### src/hw/int_signal_pkg.sv
/*
 * Package for the event interrupt signalling block: timing constants,
 * reset values, the carrier struct for status inputs and the mode and line state enums.
 * Assumes a 100 MHz system clock.
 */
package int_signal_pkg;

    // System clock rate in kHz.
    localparam int CLK_KHZ = 100000;

    // Pulse width, least gap and config filter time in microseconds.
    localparam int PULSE_WIDTH_US = 100;
    localparam int PULSE_GAP_US = 80;
    localparam int CFG_FILTER_US = 10;

    // Cycle counts derived from the times; the gap is a least time, rounded up.
    localparam int PULSE_WIDTH_CYC = (PULSE_WIDTH_US * CLK_KHZ) / 1000;
    localparam int PULSE_GAP_CYC = (PULSE_GAP_US * CLK_KHZ + 999) / 1000;
    localparam int CFG_FILTER_CYC = (CFG_FILTER_US * CLK_KHZ) / 1000;

    // Width of the timing counter.
    localparam int TIMER_W = 16;

    // Reset values.
    localparam logic GLOBAL_SEL_RESET = 1'b0;
    localparam logic CONFIG_LEVEL_RESET = 1'b0;

    // Operating modes as seen by this block.
    typedef enum logic [1:0] {
        MODE_INIT,
        MODE_NORMAL,
        MODE_STOP,
        MODE_OTHER
    } op_mode_type;

    // Latched status presented to the block; width is that of each register.
    typedef struct packed {
        logic [7:0] wake_latch_first;
        logic [7:0] wake_latch_second;
        logic [7:0] wake_enable_first;
        logic [7:0] wake_enable_second;
        logic [15:0] failure_flags;
        logic [15:0] failure_excluded;
    } status_in_type;

    // Pulse line states.
    typedef enum logic [1:0] {
        LINE_IDLE,
        LINE_PULSE,
        LINE_GAP
    } line_state_type;

endpackage : int_signal_pkg

### src/hw/event_interrupt_signaling.sv
/*
 * Interrupt pulse generator: turns enabled wake events (and, when global
 * select is set, non-excluded failures) into fixed low pulses on the
 * interrupt line, and samples the line as a configuration strap in init mode.
 * Assumes status flags are latched and cleared elsewhere by the serial port,
 * and that the line input comes from the pad, asynchronous to the clock.
 */
`timescale 1ns/1ns
`default_nettype none

// Operation
// - Pulse line low 100 us in normal/stop.
// - Keep line high at least 80 us.
// - Interrupts never change the operating mode.
// - Global select 0: enabled wake latches only.
// - Wake events need their source enabled; stop entry also counts wake latches that are not enabled.
// - Global select 1: failures also interrupt.
// - Wake level snapshot never interrupts.
// - Restart/fail-safe faults never interrupt.
// - Reset flag and state registers never interrupt.
// - Stop entry with wake bits set pulses.
// - Status update strobe at pulse falling edge.
// - Events held until host reads and clears.
// - Init mode samples line, no driving.
// - Config level filtered 10 us first.
// - All times counted from internal clock.
module event_interrupt_signaling
    import int_signal_pkg::*;
(
    // Clock and reset.
    input wire logic i_sys_clk,
    input wire logic i_rstn,
    // Mode and configuration.
    input wire op_mode_type i_mode,
    input wire logic i_global_sel,
    input wire logic i_stop_entry,
    // Latched status.
    input wire status_in_type i_status,
    // Interrupt line pad.
    input wire logic i_int_line,
    output logic o_int_line,
    output logic o_int_line_oe,
    // Status update strobe and configuration result.
    output logic o_status_update,
    output logic o_config_level,
    output logic o_config_valid
);

    logic rst_meta_reg;
    logic rst_sync_reg;
    logic rstn;
    logic line_meta_reg;
    logic line_sync_reg;
    line_state_type state_reg, state_next;
    logic [TIMER_W-1:0] timer_reg, timer_next;
    logic pending_reg, pending_next;
    logic src_prev_reg, src_prev_next;
    logic out_reg, out_next;
    logic oe_reg, oe_next;
    logic upd_reg, upd_next;
    logic [TIMER_W-1:0] flt_cnt_reg, flt_cnt_next;
    logic cfg_reg, cfg_next;
    logic cfg_valid_reg, cfg_valid_next;
    logic wake_any;
    logic wake_left;
    logic fail_any;
    logic source;
    logic active_mode;

    // Reset release through two flip-flops.
    always_ff @(posedge i_sys_clk or negedge i_rstn) begin
        if (!i_rstn) begin
            rst_meta_reg <= 1'b0;
            rst_sync_reg <= 1'b0;
        end else begin
            rst_meta_reg <= 1'b1;
            rst_sync_reg <= rst_meta_reg;
        end
    end
    assign rstn = rst_sync_reg;

    // Two-stage synchroniser for the pad level.
    always_ff @(posedge i_sys_clk or negedge rstn) begin
        if (!rstn) begin
            line_meta_reg <= 1'b1;
            line_sync_reg <= 1'b1;
        end else begin
            line_meta_reg <= i_int_line;
            line_sync_reg <= line_meta_reg;
        end
    end

    // Interrupt sources; the level snapshot, reset flag and state registers
    // are not inputs here at all, and fatal faults are masked out.
    assign wake_any = |((i_status.wake_latch_first & i_status.wake_enable_first) |
                         (i_status.wake_latch_second & i_status.wake_enable_second));
    assign wake_left = |{i_status.wake_latch_first, i_status.wake_latch_second};
    assign fail_any = |(i_status.failure_flags & ~i_status.failure_excluded);
    assign source = wake_any | (i_global_sel & fail_any);
    assign active_mode = (i_mode == MODE_NORMAL) || (i_mode == MODE_STOP);

    // Next state of the pulse line; the mode input is only read, never driven.
    always_comb begin
        state_next = state_reg;
        timer_next = timer_reg;
        pending_next = pending_reg;
        src_prev_next = source;
        out_next = out_reg;
        oe_next = active_mode;
        upd_next = 1'b0;
        // A new rising event, or stop entry with wake bits left, is kept.
        if ((source && !src_prev_reg) || (i_stop_entry && wake_left)) begin
            pending_next = 1'b1;
        end
        unique case (state_reg)
            LINE_IDLE: begin
                out_next = 1'b1;
                if (active_mode && (pending_next || source)) begin
                    state_next = LINE_PULSE;
                    timer_next = TIMER_W'(PULSE_WIDTH_CYC - 1);
                    pending_next = 1'b0;
                    out_next = 1'b0;
                    upd_next = 1'b1;
                end
            end
            LINE_PULSE: begin
                out_next = 1'b0;
                if (timer_reg == '0) begin
                    state_next = LINE_GAP;
                    timer_next = TIMER_W'(PULSE_GAP_CYC - 1);
                    out_next = 1'b1;
                end else begin
                    timer_next = timer_reg - 1'b1;
                end
            end
            LINE_GAP: begin
                out_next = 1'b1;
                if (timer_reg == '0) begin
                    state_next = LINE_IDLE;
                end else begin
                    timer_next = timer_reg - 1'b1;
                end
            end
            default: begin
                state_next = LINE_IDLE;
                out_next = 1'b1;
            end
        endcase
        if (!active_mode) begin
            state_next = LINE_IDLE;
            out_next = 1'b1;
            upd_next = 1'b0;
        end
    end

    always_ff @(posedge i_sys_clk or negedge rstn) begin
        if (!rstn) begin
            state_reg <= LINE_IDLE;
            timer_reg <= '0;
            pending_reg <= 1'b0;
            src_prev_reg <= 1'b0;
            out_reg <= 1'b1;
            oe_reg <= 1'b0;
            upd_reg <= 1'b0;
        end else begin
            state_reg <= state_next;
            timer_reg <= timer_next;
            pending_reg <= pending_next;
            src_prev_reg <= src_prev_next;
            out_reg <= out_next;
            oe_reg <= oe_next;
            upd_reg <= upd_next;
        end
    end

    // Configuration strap filter: the level must be stable for the filter time.
    always_comb begin
        flt_cnt_next = flt_cnt_reg;
        cfg_next = cfg_reg;
        cfg_valid_next = cfg_valid_reg;
        if (i_mode == MODE_INIT) begin
            if (line_sync_reg == cfg_reg) begin
                flt_cnt_next = '0;
                cfg_valid_next = 1'b1;
            end else if (flt_cnt_reg == TIMER_W'(CFG_FILTER_CYC - 1)) begin
                cfg_next = line_sync_reg;
                flt_cnt_next = '0;
                cfg_valid_next = 1'b1;
            end else begin
                flt_cnt_next = flt_cnt_reg + 1'b1;
                cfg_valid_next = 1'b0;
            end
        end else begin
            flt_cnt_next = '0;
        end
    end

    always_ff @(posedge i_sys_clk or negedge rstn) begin
        if (!rstn) begin
            flt_cnt_reg <= '0;
            cfg_reg <= CONFIG_LEVEL_RESET;
            cfg_valid_reg <= 1'b0;
        end else begin
            flt_cnt_reg <= flt_cnt_next;
            cfg_reg <= cfg_next;
            cfg_valid_reg <= cfg_valid_next;
        end
    end

    assign o_int_line = out_reg;
    assign o_int_line_oe = oe_reg;
    assign o_status_update = upd_reg;
    assign o_config_level = cfg_reg;
    assign o_config_valid = cfg_valid_reg;

    // Counts cycles the line has stood low, and high up to a ceiling, for the
    // width and gap checks; the high count starts full so the first pulse passes.
    logic [TIMER_W-1:0] low_cnt_reg, low_cnt_next;
    logic [TIMER_W-1:0] high_cnt_reg, high_cnt_next;
    always_comb begin
        low_cnt_next = out_reg ? '0 : low_cnt_reg + 1'b1;
        high_cnt_next = high_cnt_reg;
        if (!out_reg) begin
            high_cnt_next = '0;
        end else if (high_cnt_reg != '1) begin
            high_cnt_next = high_cnt_reg + 1'b1;
        end
    end

    always_ff @(posedge i_sys_clk or negedge rstn) begin
        if (!rstn) begin
            low_cnt_reg <= '0;
            high_cnt_reg <= '1;
        end else begin
            low_cnt_reg <= low_cnt_next;
            high_cnt_reg <= high_cnt_next;
        end
    end
endmodule : event_interrupt_signaling

`default_nettype wire

### config.mk
export PLATFORM = sky130hd
export DESIGN_NAME = event_interrupt_signaling
export DESIGN_NICKNAME = d
export VERILOG_FILES = /design/src/hw/int_signal_pkg.sv /design/src/hw/event_interrupt_signaling.sv
export SDC_FILE = /design/constraint.sdc
export NUM_CORES = 1
export LEC_CHECK = 0
export BUFFER_PORTS_ARGS = -buffer_cell sky130_fd_sc_hd__clkbuf_2
export CORE_UTILIZATION = 47
export DETAILED_ROUTE_END_ITERATION = 16
export GPL_ROUTABILITY_DRIVEN = 0
export PLACE_DENSITY = 0.8
export RECOVER_POWER = 25
export SETUP_SLACK_MARGIN = 0.2
export SYNTH_ARGS = -nofsm -noshare
export SYNTH_HDL_FRONTEND = slang
export SYNTH_SLANG_ARGS = --single-unit
### constraint.sdc
create_clock -name i_sys_clk -period 1.4 [get_ports i_sys_clk]
set_clock_uncertainty 0.1 [all_clocks]
set_input_delay 0.21 -clock i_sys_clk [delete_from_list [all_inputs] [get_ports i_sys_clk]]
set_output_delay 0.21 -clock i_sys_clk [all_outputs]
set_load 0.02 [all_outputs]
==> flow_summary.json, run 1 <==
{
  "cp-start-kind": "flop",
  "r2r-end": "timer_reg[13]$_DFFE_PN0P_",
  "finalPower_mw": 4.33,
  "p_per_area_mw_per_mm2": 960,
  "rows": 26,
  "design_area_mm2": 0.00451,
  "route.detailed.wl_per_inst_um": 24.6,
  "fillers": 213,
  "dp_slack_ns": -0.907,
  "final_cell_mix": "buf_4, clkbuf_2, dfrtp_1",
  "start_util_pct": 50.0,
  "drc": 0,
  "drive_above_1_share_pct": 57.4,
  "async_flop_share_pct": 100,
  "startpoint": "timer_reg[1]$_DFFE_PN0P_",
  "antenna_found_initial": 0,
  "viasPerCell": 6.61,
  "synth_ff_type": "dfrtp_1",
  "hold_viol_final": 0,
  "drv_cap": 0,
  "r2r_slack_ns": -1.11,
  "status": "finished, violations left",
  "post-dp-hpwl_mm": 5.83,
  "num_antenna_cells": 0,
  "ant_nets": 0,
  "r2r_cells": 8,
  "clock_path_buffers": 2,
  "die_width_um": 76.7,
  "worstSetupEndpoint": "timer_reg[13]$_DFFE_PN0P_",
  "synth_nets": 362,
  "die_h_um": 76.7,
  "synthCells": 284,
  "num_vias": 3536,
  "finalMaxSlewViolations": 0,
  "final_common_cell": "buf_4",
  "dr.pass1.iters": 5,
  "cp_data_required_time_ns": 1.48,
  "r2r_start": "timer_reg[1]$_DFFE_PN0P_",
  "grt-ovfl-total": 0,
  "min_period_over_period_pct": 179,
  "end_kind": "flop",
  "synth_edf_count": 0,
  "wl_mm": 13.2,
  "grt_use_total_pct": 34.2,
  "netlist_area_mm2": 0.00262,
  "grt_max_degree": 34,
  "synth-seq-cells": 45,
  "crit_type": "reg -> reg",
  "maxSlewHeadroom_pct": 65.7,
  "clk_pin_slew_ns": 0.09,
  "root_buffer": "clkbuf_8",
  "cts_tree": "yes",
  "core_area_mm2": 0.00524,
  "fin_ws_ns": -1.11,
  "dpl-instance-area_mm2": 0.00382,
  "grt_pass1_wl_mm": 15.6,
  "cts_buffers": 5,
  "rsz0062_at_grt": "yes",
  "yosysUniqueCellTypes": 49,
  "violations": "setup timing",
  "yosysSeqAreaShare_pct": 43.1,
  "io_pins": 76,
  "clock_latency_ns": 0.31,
  "area_growth_pct": 71.9,
  "cts.sinks": 45,
  "grt_pass1_vias": 3278,
  "p_leak_nw": 2.06,
  "yosys_warnings": 0,
  "crit_path_max_fanout": 3,
  "period_needed_ns": 2.51,
  "postSynthAreaPerCell_um2": 9.23,
  "first_iter_violations": 450,
  "arrival_ns": 2.59,
  "nets": 542,
  "cts_max_level": 2,
  "min_path_type": "reg -> async",
  "max_freq_mhz": 398,
  "fp.dieArea_mm2": 0.00588,
  "portBuffers": 75,
  "setup_viol": 40,
  "ir_worst_vdd_mv": 0.875,
  "tightest_slew_ns": 0.509
}
==> cell type report <==
class | instances | area [um^2] | share of cell area (%)
Sequential cell | 45 | 1130 | 25.1
Clock inverter | 2 | 15.0 | 0.333
Timing Repair Buffer | 179 | 1270 | 28.3
Clock buffer | 6 | 72.6 | 1.61
Inverter | 18 | 67.6 | 1.50
Multi-Input combinational cell | 215 | 1860 | 41.2
Tap cell | 70 | 87.6 | 1.94
==> synth_stat cells, drive strengths merged, types with 2 or more instances <==
cell / number / share of area [%]
nand3: 10 / 1.9
a22o: 4 / 1.3
or4: 3 / 0.86
nand4: 5 / 1.2
xnor2: 4 / 1.3
buf: 2 / 0.72
clkbuf: 4 / 0.57
a221oi: 4 / 1.3
dfrtp: 42 / 40
nor2: 47 / 6.7
nand2b: 2 / 0.48
a2111oi: 4 / 2.3
o21ai: 21 / 4.0
o31ai: 4 / 1.1
nor3: 5 / 0.95
mux2: 3 / 1.3
inv: 18 / 2.6
or2: 2 / 0.48
xor2: 9 / 3.0
o41ai: 8 / 2.7
o21a: 2 / 0.57
dfstp: 3 / 3.0
or3: 4 / 0.95
nor4b: 2 / 1.2
o22a: 2 / 0.67
nor4: 11 / 2.9
ha: 7 / 3.3
a21oi: 14 / 2.7
nand2: 9 / 1.3
and3: 3 / 0.72
nor2b: 12 / 2.9
==> what timing repair did <==
item / 4_1_cts / 5_1_grt
cloned: 1 / 0
pin swaps: 8 / 17
hold endpoints to repair: 3 / 0
gates resized for setup: 53 / 57
setup endpoints to repair: 41 / 42
hold buffers: 2 / 0
buffers inserted: 4 / 9
==> where the power goes <==
group	internal (mW)	leakage, nW	switching (mW)	total (mW)
registers	1.46	0.570	0.163	1.62
clock network	0.352	0.0374	0.477	0.830
logic	0.908	1.45	0.970	1.88
==> critical path, stage by stage, from the launching register on <==
cell and delay, ns:
dfrtp_1 0.40, buf_4 0.15, or4_4 0.56, nor3b_4 0.27, nand2_2 0.12, nor4_4 0.29, nor2_1 0.11, o31ai_1 0.25
o21ai_1 0.14
==> worst min-delay path by stage <==
stage	from	slack [ns]	to
detailed placement	i_rstn	-0.10	rst_meta_reg$_DFF_PN0_
global placement	i_rstn	-0.10	rst_meta_reg$_DFF_PN0_
finish	rst_sync_reg$_DFF_PN0_	0.06	o_config_valid$_DFFE_PN0P_
global route	rst_sync_reg$_DFF_PN0_	0.07	flt_cnt_reg[9]$_DFF_PN0_
floorplan	i_rstn	-0.19	rst_meta_reg$_DFF_PN0_
CTS	rst_sync_reg$_DFF_PN0_	0.06	flt_cnt_reg[6]$_DFF_PN0_
==> per-layer routing <==
metal	share of wire (%)	global-route usage, %	up-vias
met3	11	6.19	129
met2	47	60.4	328
li1	-	-	1400
met5	0	0	-
met4	8.6	17.1	0
met1	34	39.5	1679
==> per-stage QoR <==
| stage | hold WS (ns) | setup TNS [ns] | utilization (%) | instances |
|---|---|---|---|---|
| 3_3_place_gp | -0.103 | -19.66 | 72.9 | 511 |
| 4_1_cts | 0.0589 | -17.67 | 80.3 | 526 |
| 2_1_floorplan | -0.186 | -13.94 | - | 284 |
| 6_report | 0.0601 | -27.86 | 86.0 | 535 |
| 5_1_grt | 0.0748 | -31.42 | 86.0 | 535 |
| 3_5_place_dp | -0.102 | -20.66 | 72.9 | 511 |
==> cell families after synthesis <==
kind of cell	Yosys count	synth area share (%)
compound gates	71	19.9
xor+xnor	13	4.34
fa+ha+maj	7	3.34
mux	3	1.29
simple gates	120	24.0
buf+inv	24	3.87
flops	45	43.1
other cells	1	0.143
Note: power is estimated with default switching activity, not from simulation.
==> inputs of run 2 (changes only) <==
--- a/config.mk
+++ b/config.mk
@@ -6,10 +6,12 @@
 export NUM_CORES = 1
 export LEC_CHECK = 0
 export BUFFER_PORTS_ARGS = -buffer_cell sky130_fd_sc_hd__clkbuf_2
-export CORE_UTILIZATION = 47
+export CORE_MARGIN = 2
+export CORE_UTILIZATION = 49
+export CTS_BUF_LIST = sky130_fd_sc_hd__clkbuf_2 sky130_fd_sc_hd__clkbuf_4 sky130_fd_sc_hd__clkbuf_8
 export DETAILED_ROUTE_END_ITERATION = 16
 export GPL_ROUTABILITY_DRIVEN = 0
-export PLACE_DENSITY = 0.8
+export PLACE_DENSITY = 0.83
 export RECOVER_POWER = 25
 export SETUP_SLACK_MARGIN = 0.2
 export SYNTH_ARGS = -nofsm -noshare
==> run 2 against run 1 <==
The flow still finishes with violations (setup timing). Wire length rose by 13%. Clock power is 6.4% higher. Hold slack improved by 0.048 ns. Sequential power hardly changed. Critical path depth fell by 1. Flip-flop and latch count unchanged. Combinational power about the same. Worst setup slack worse by 0.060 ns. Design area rose by 1.4%. Critical endpoint unchanged. Largest power group unchanged.
==> flow_summary.json, run 2 (synthesis results as in run 1) <==
{
  "ant_nets": 0,
  "multi_input_area_mm2": 0.00192,
  "final_cell_count_no_fill": 533,
  "area_growth_pct": 74.4,
  "cts_max_level": 2,
  "period_needed_ns": 2.57,
  "root_buffer": "clkbuf_8",
  "die_h_um": 77.1,
  "post-place-cells": 508,
  "cp-start-kind": "flop",
  "crit_path_max_fanout": 5,
  "drv_cap": 0,
  "die_width_um": 77.1,
  "fp.dieArea_mm2": 0.00595,
  "wl_mm": 14.9,
  "cts_buffers": 5,
  "drc": 0,
  "antenna_found_initial": 0,
  "setup_viol": 40,
  "fin_ws_ns": -1.17,
  "grt_max_degree": 44,
  "cp_slowest_stage_delay_ns": 0.59,
  "final_common_cell": "buf_4",
  "io_pins": 76,
  "hold_viol_final": 0,
  "met1_usage_pct": 39.0,
  "clk_pin_slew_ns": 0.10,
  "r2r_cells": 7,
  "r2r_slack_ns": -1.17,
  "grt_pass1_wl_mm": 16.5,
  "tns_ns": -27.58,
  "cp_data_required_time_ns": 1.49,
  "clock_latency_ns": 0.32,
  "top_usage_layer": "met2",
  "final_core_util_pct": 88.9,
  "start_util_pct": 51.0,
  "portBuffers": 75,
  "cts_tree": "yes",
  "grt_use_met3_pct": 8.35,
  "final_cell_mix": "buf_4, clkbuf_2, dfrtp_1",
  "route.detailed.wl_per_inst_um": 27.9,
  "tightest_slew_ns": 0.699,
  "p_per_area_mw_per_mm2": 963,
  "arrival_ns": 2.66,
  "path_cells": "or4_4, nor3b_4, nand2_1, nor4_2, nor2_1, o31ai_1, o21ai_1",
  "ir_worst_vdd_mv": 0.906,
  "viasPerCell": 6.89,
  "status": "finished, violations left",
  "violations": "setup timing",
  "num_vias": 3673,
  "grt_pass1_vias": 3355,
  "core_area_mm2": 0.00514,
  "clock_path_buffers": 2,
  "finalMaxSlewViolations": 0,
  "min_path_type": "in -> async",
  "nets": 540,
  "cts.sinks": 45,
  "grt-ovfl-total": 0,
  "num_antenna_cells": 0,
  "p_leak_nw": 2.08,
  "seqCellArea_mm2": 0.00113,
  "rsz0062_at_grt": "yes",
  "max_freq_mhz": 389,
  "end_kind": "flop",
  "startpoint": "timer_reg[0]$_DFFE_PN0P_",
  "grt_use_total_pct": 35.3,
  "dr.pass1.iters": 9,
  "maxSlewHeadroom_pct": 53.2,
  "post-dp-hpwl_mm": 5.97,
  "critPathSlowestCell": "or4_4",
  "min_period_over_period_pct": 184,
  "fillers": 186,
  "r2r_start": "timer_reg[0]$_DFFE_PN0P_",
  "grt_use_met2_pct": 61.0,
  "drive_above_1_share_pct": 60.5,
  "first_iter_violations": 550,
  "rows": 26,
  "crit_type": "reg -> reg"
}
-- run 2: changes by cell type in the layout (fill, tap and decap cells not counted), sizes merged --
cell / previous run / this run
clkinvlp: 2 / 0
clkbuf: 79 / 78
clkinv: 0 / 1
-- run 2: stage by stage --
| step | worst slack [ns] | power (mW) | cell area, um^2 | hold slack, ns |
|---|---|---|---|---|
| floorplan | -0.847 | 2.25 | 2710 | -0.186 |
| global placement | -0.877 | 2.88 | 3790 | -0.104 |
| detailed placement | -0.955 | 2.95 | 3790 | -0.0998 |
| CTS | -0.753 | 3.92 | 4250 | 0.117 |
| global route | -1.29 | 4.52 | 4570 | 0.118 |
| finish | -1.17 | 4.40 | 4570 | 0.108 |
-- run 2: path summary, 6_finish.rpt --
path | end
min reg2reg | line_sync_reg$_DFF_PN1_
max in group asynchronous | timer_reg[2]$_DFFE_PN0P_
min in group i_sys_clk | line_sync_reg$_DFF_PN1_
max | timer_reg[13]$_DFFE_PN0P_
max reg2reg | timer_reg[13]$_DFFE_PN0P_
min | rst_sync_reg$_DFF_PN0_
-- run 2: per-layer routing --
layer	wire length (um)	share of wire (%)
met5	0	0
met4	1780	12
met3	1950	13
met2	6580	44
met1	4560	31
-- run 2: where the power goes --
part           switching, mW  internal, mW  leakage (nW)
combinational           1.01         0.892          1.46
clock                  0.492         0.391        0.0491
sequential             0.161          1.46         0.570
-- run 2: layout make-up --
cell class	count	area share, %
multi-input combinational	215	42.1
timing repair buffer	177	27.8
sequential	45	24.7
tap	70	1.92
clock buffer	7	1.83
inverter	18	1.48
clock inverter	1	0.109
-- run 2: timing repair --
| item | CTS | global route |
|---|---|---|
| hold buffers | 2 | 0 |
| endpoints found under the setup margin | 42 | 42 |
| hold endpoints to repair | 3 | 0 |
| gates cloned | 1 | 0 |
| buffers inserted | 9 | 5 |
| pin swaps | 17 | 17 |
| resized for setup | 52 | 72 |
-- run 2: critical path, delay by kind of cell (launching register included) --
kind,cells,cell delay [ns]
AND/OR/NAND/NOR,5,1.34
AO/OA/AOI/OAI,2,0.56
flip-flops,1,0.45
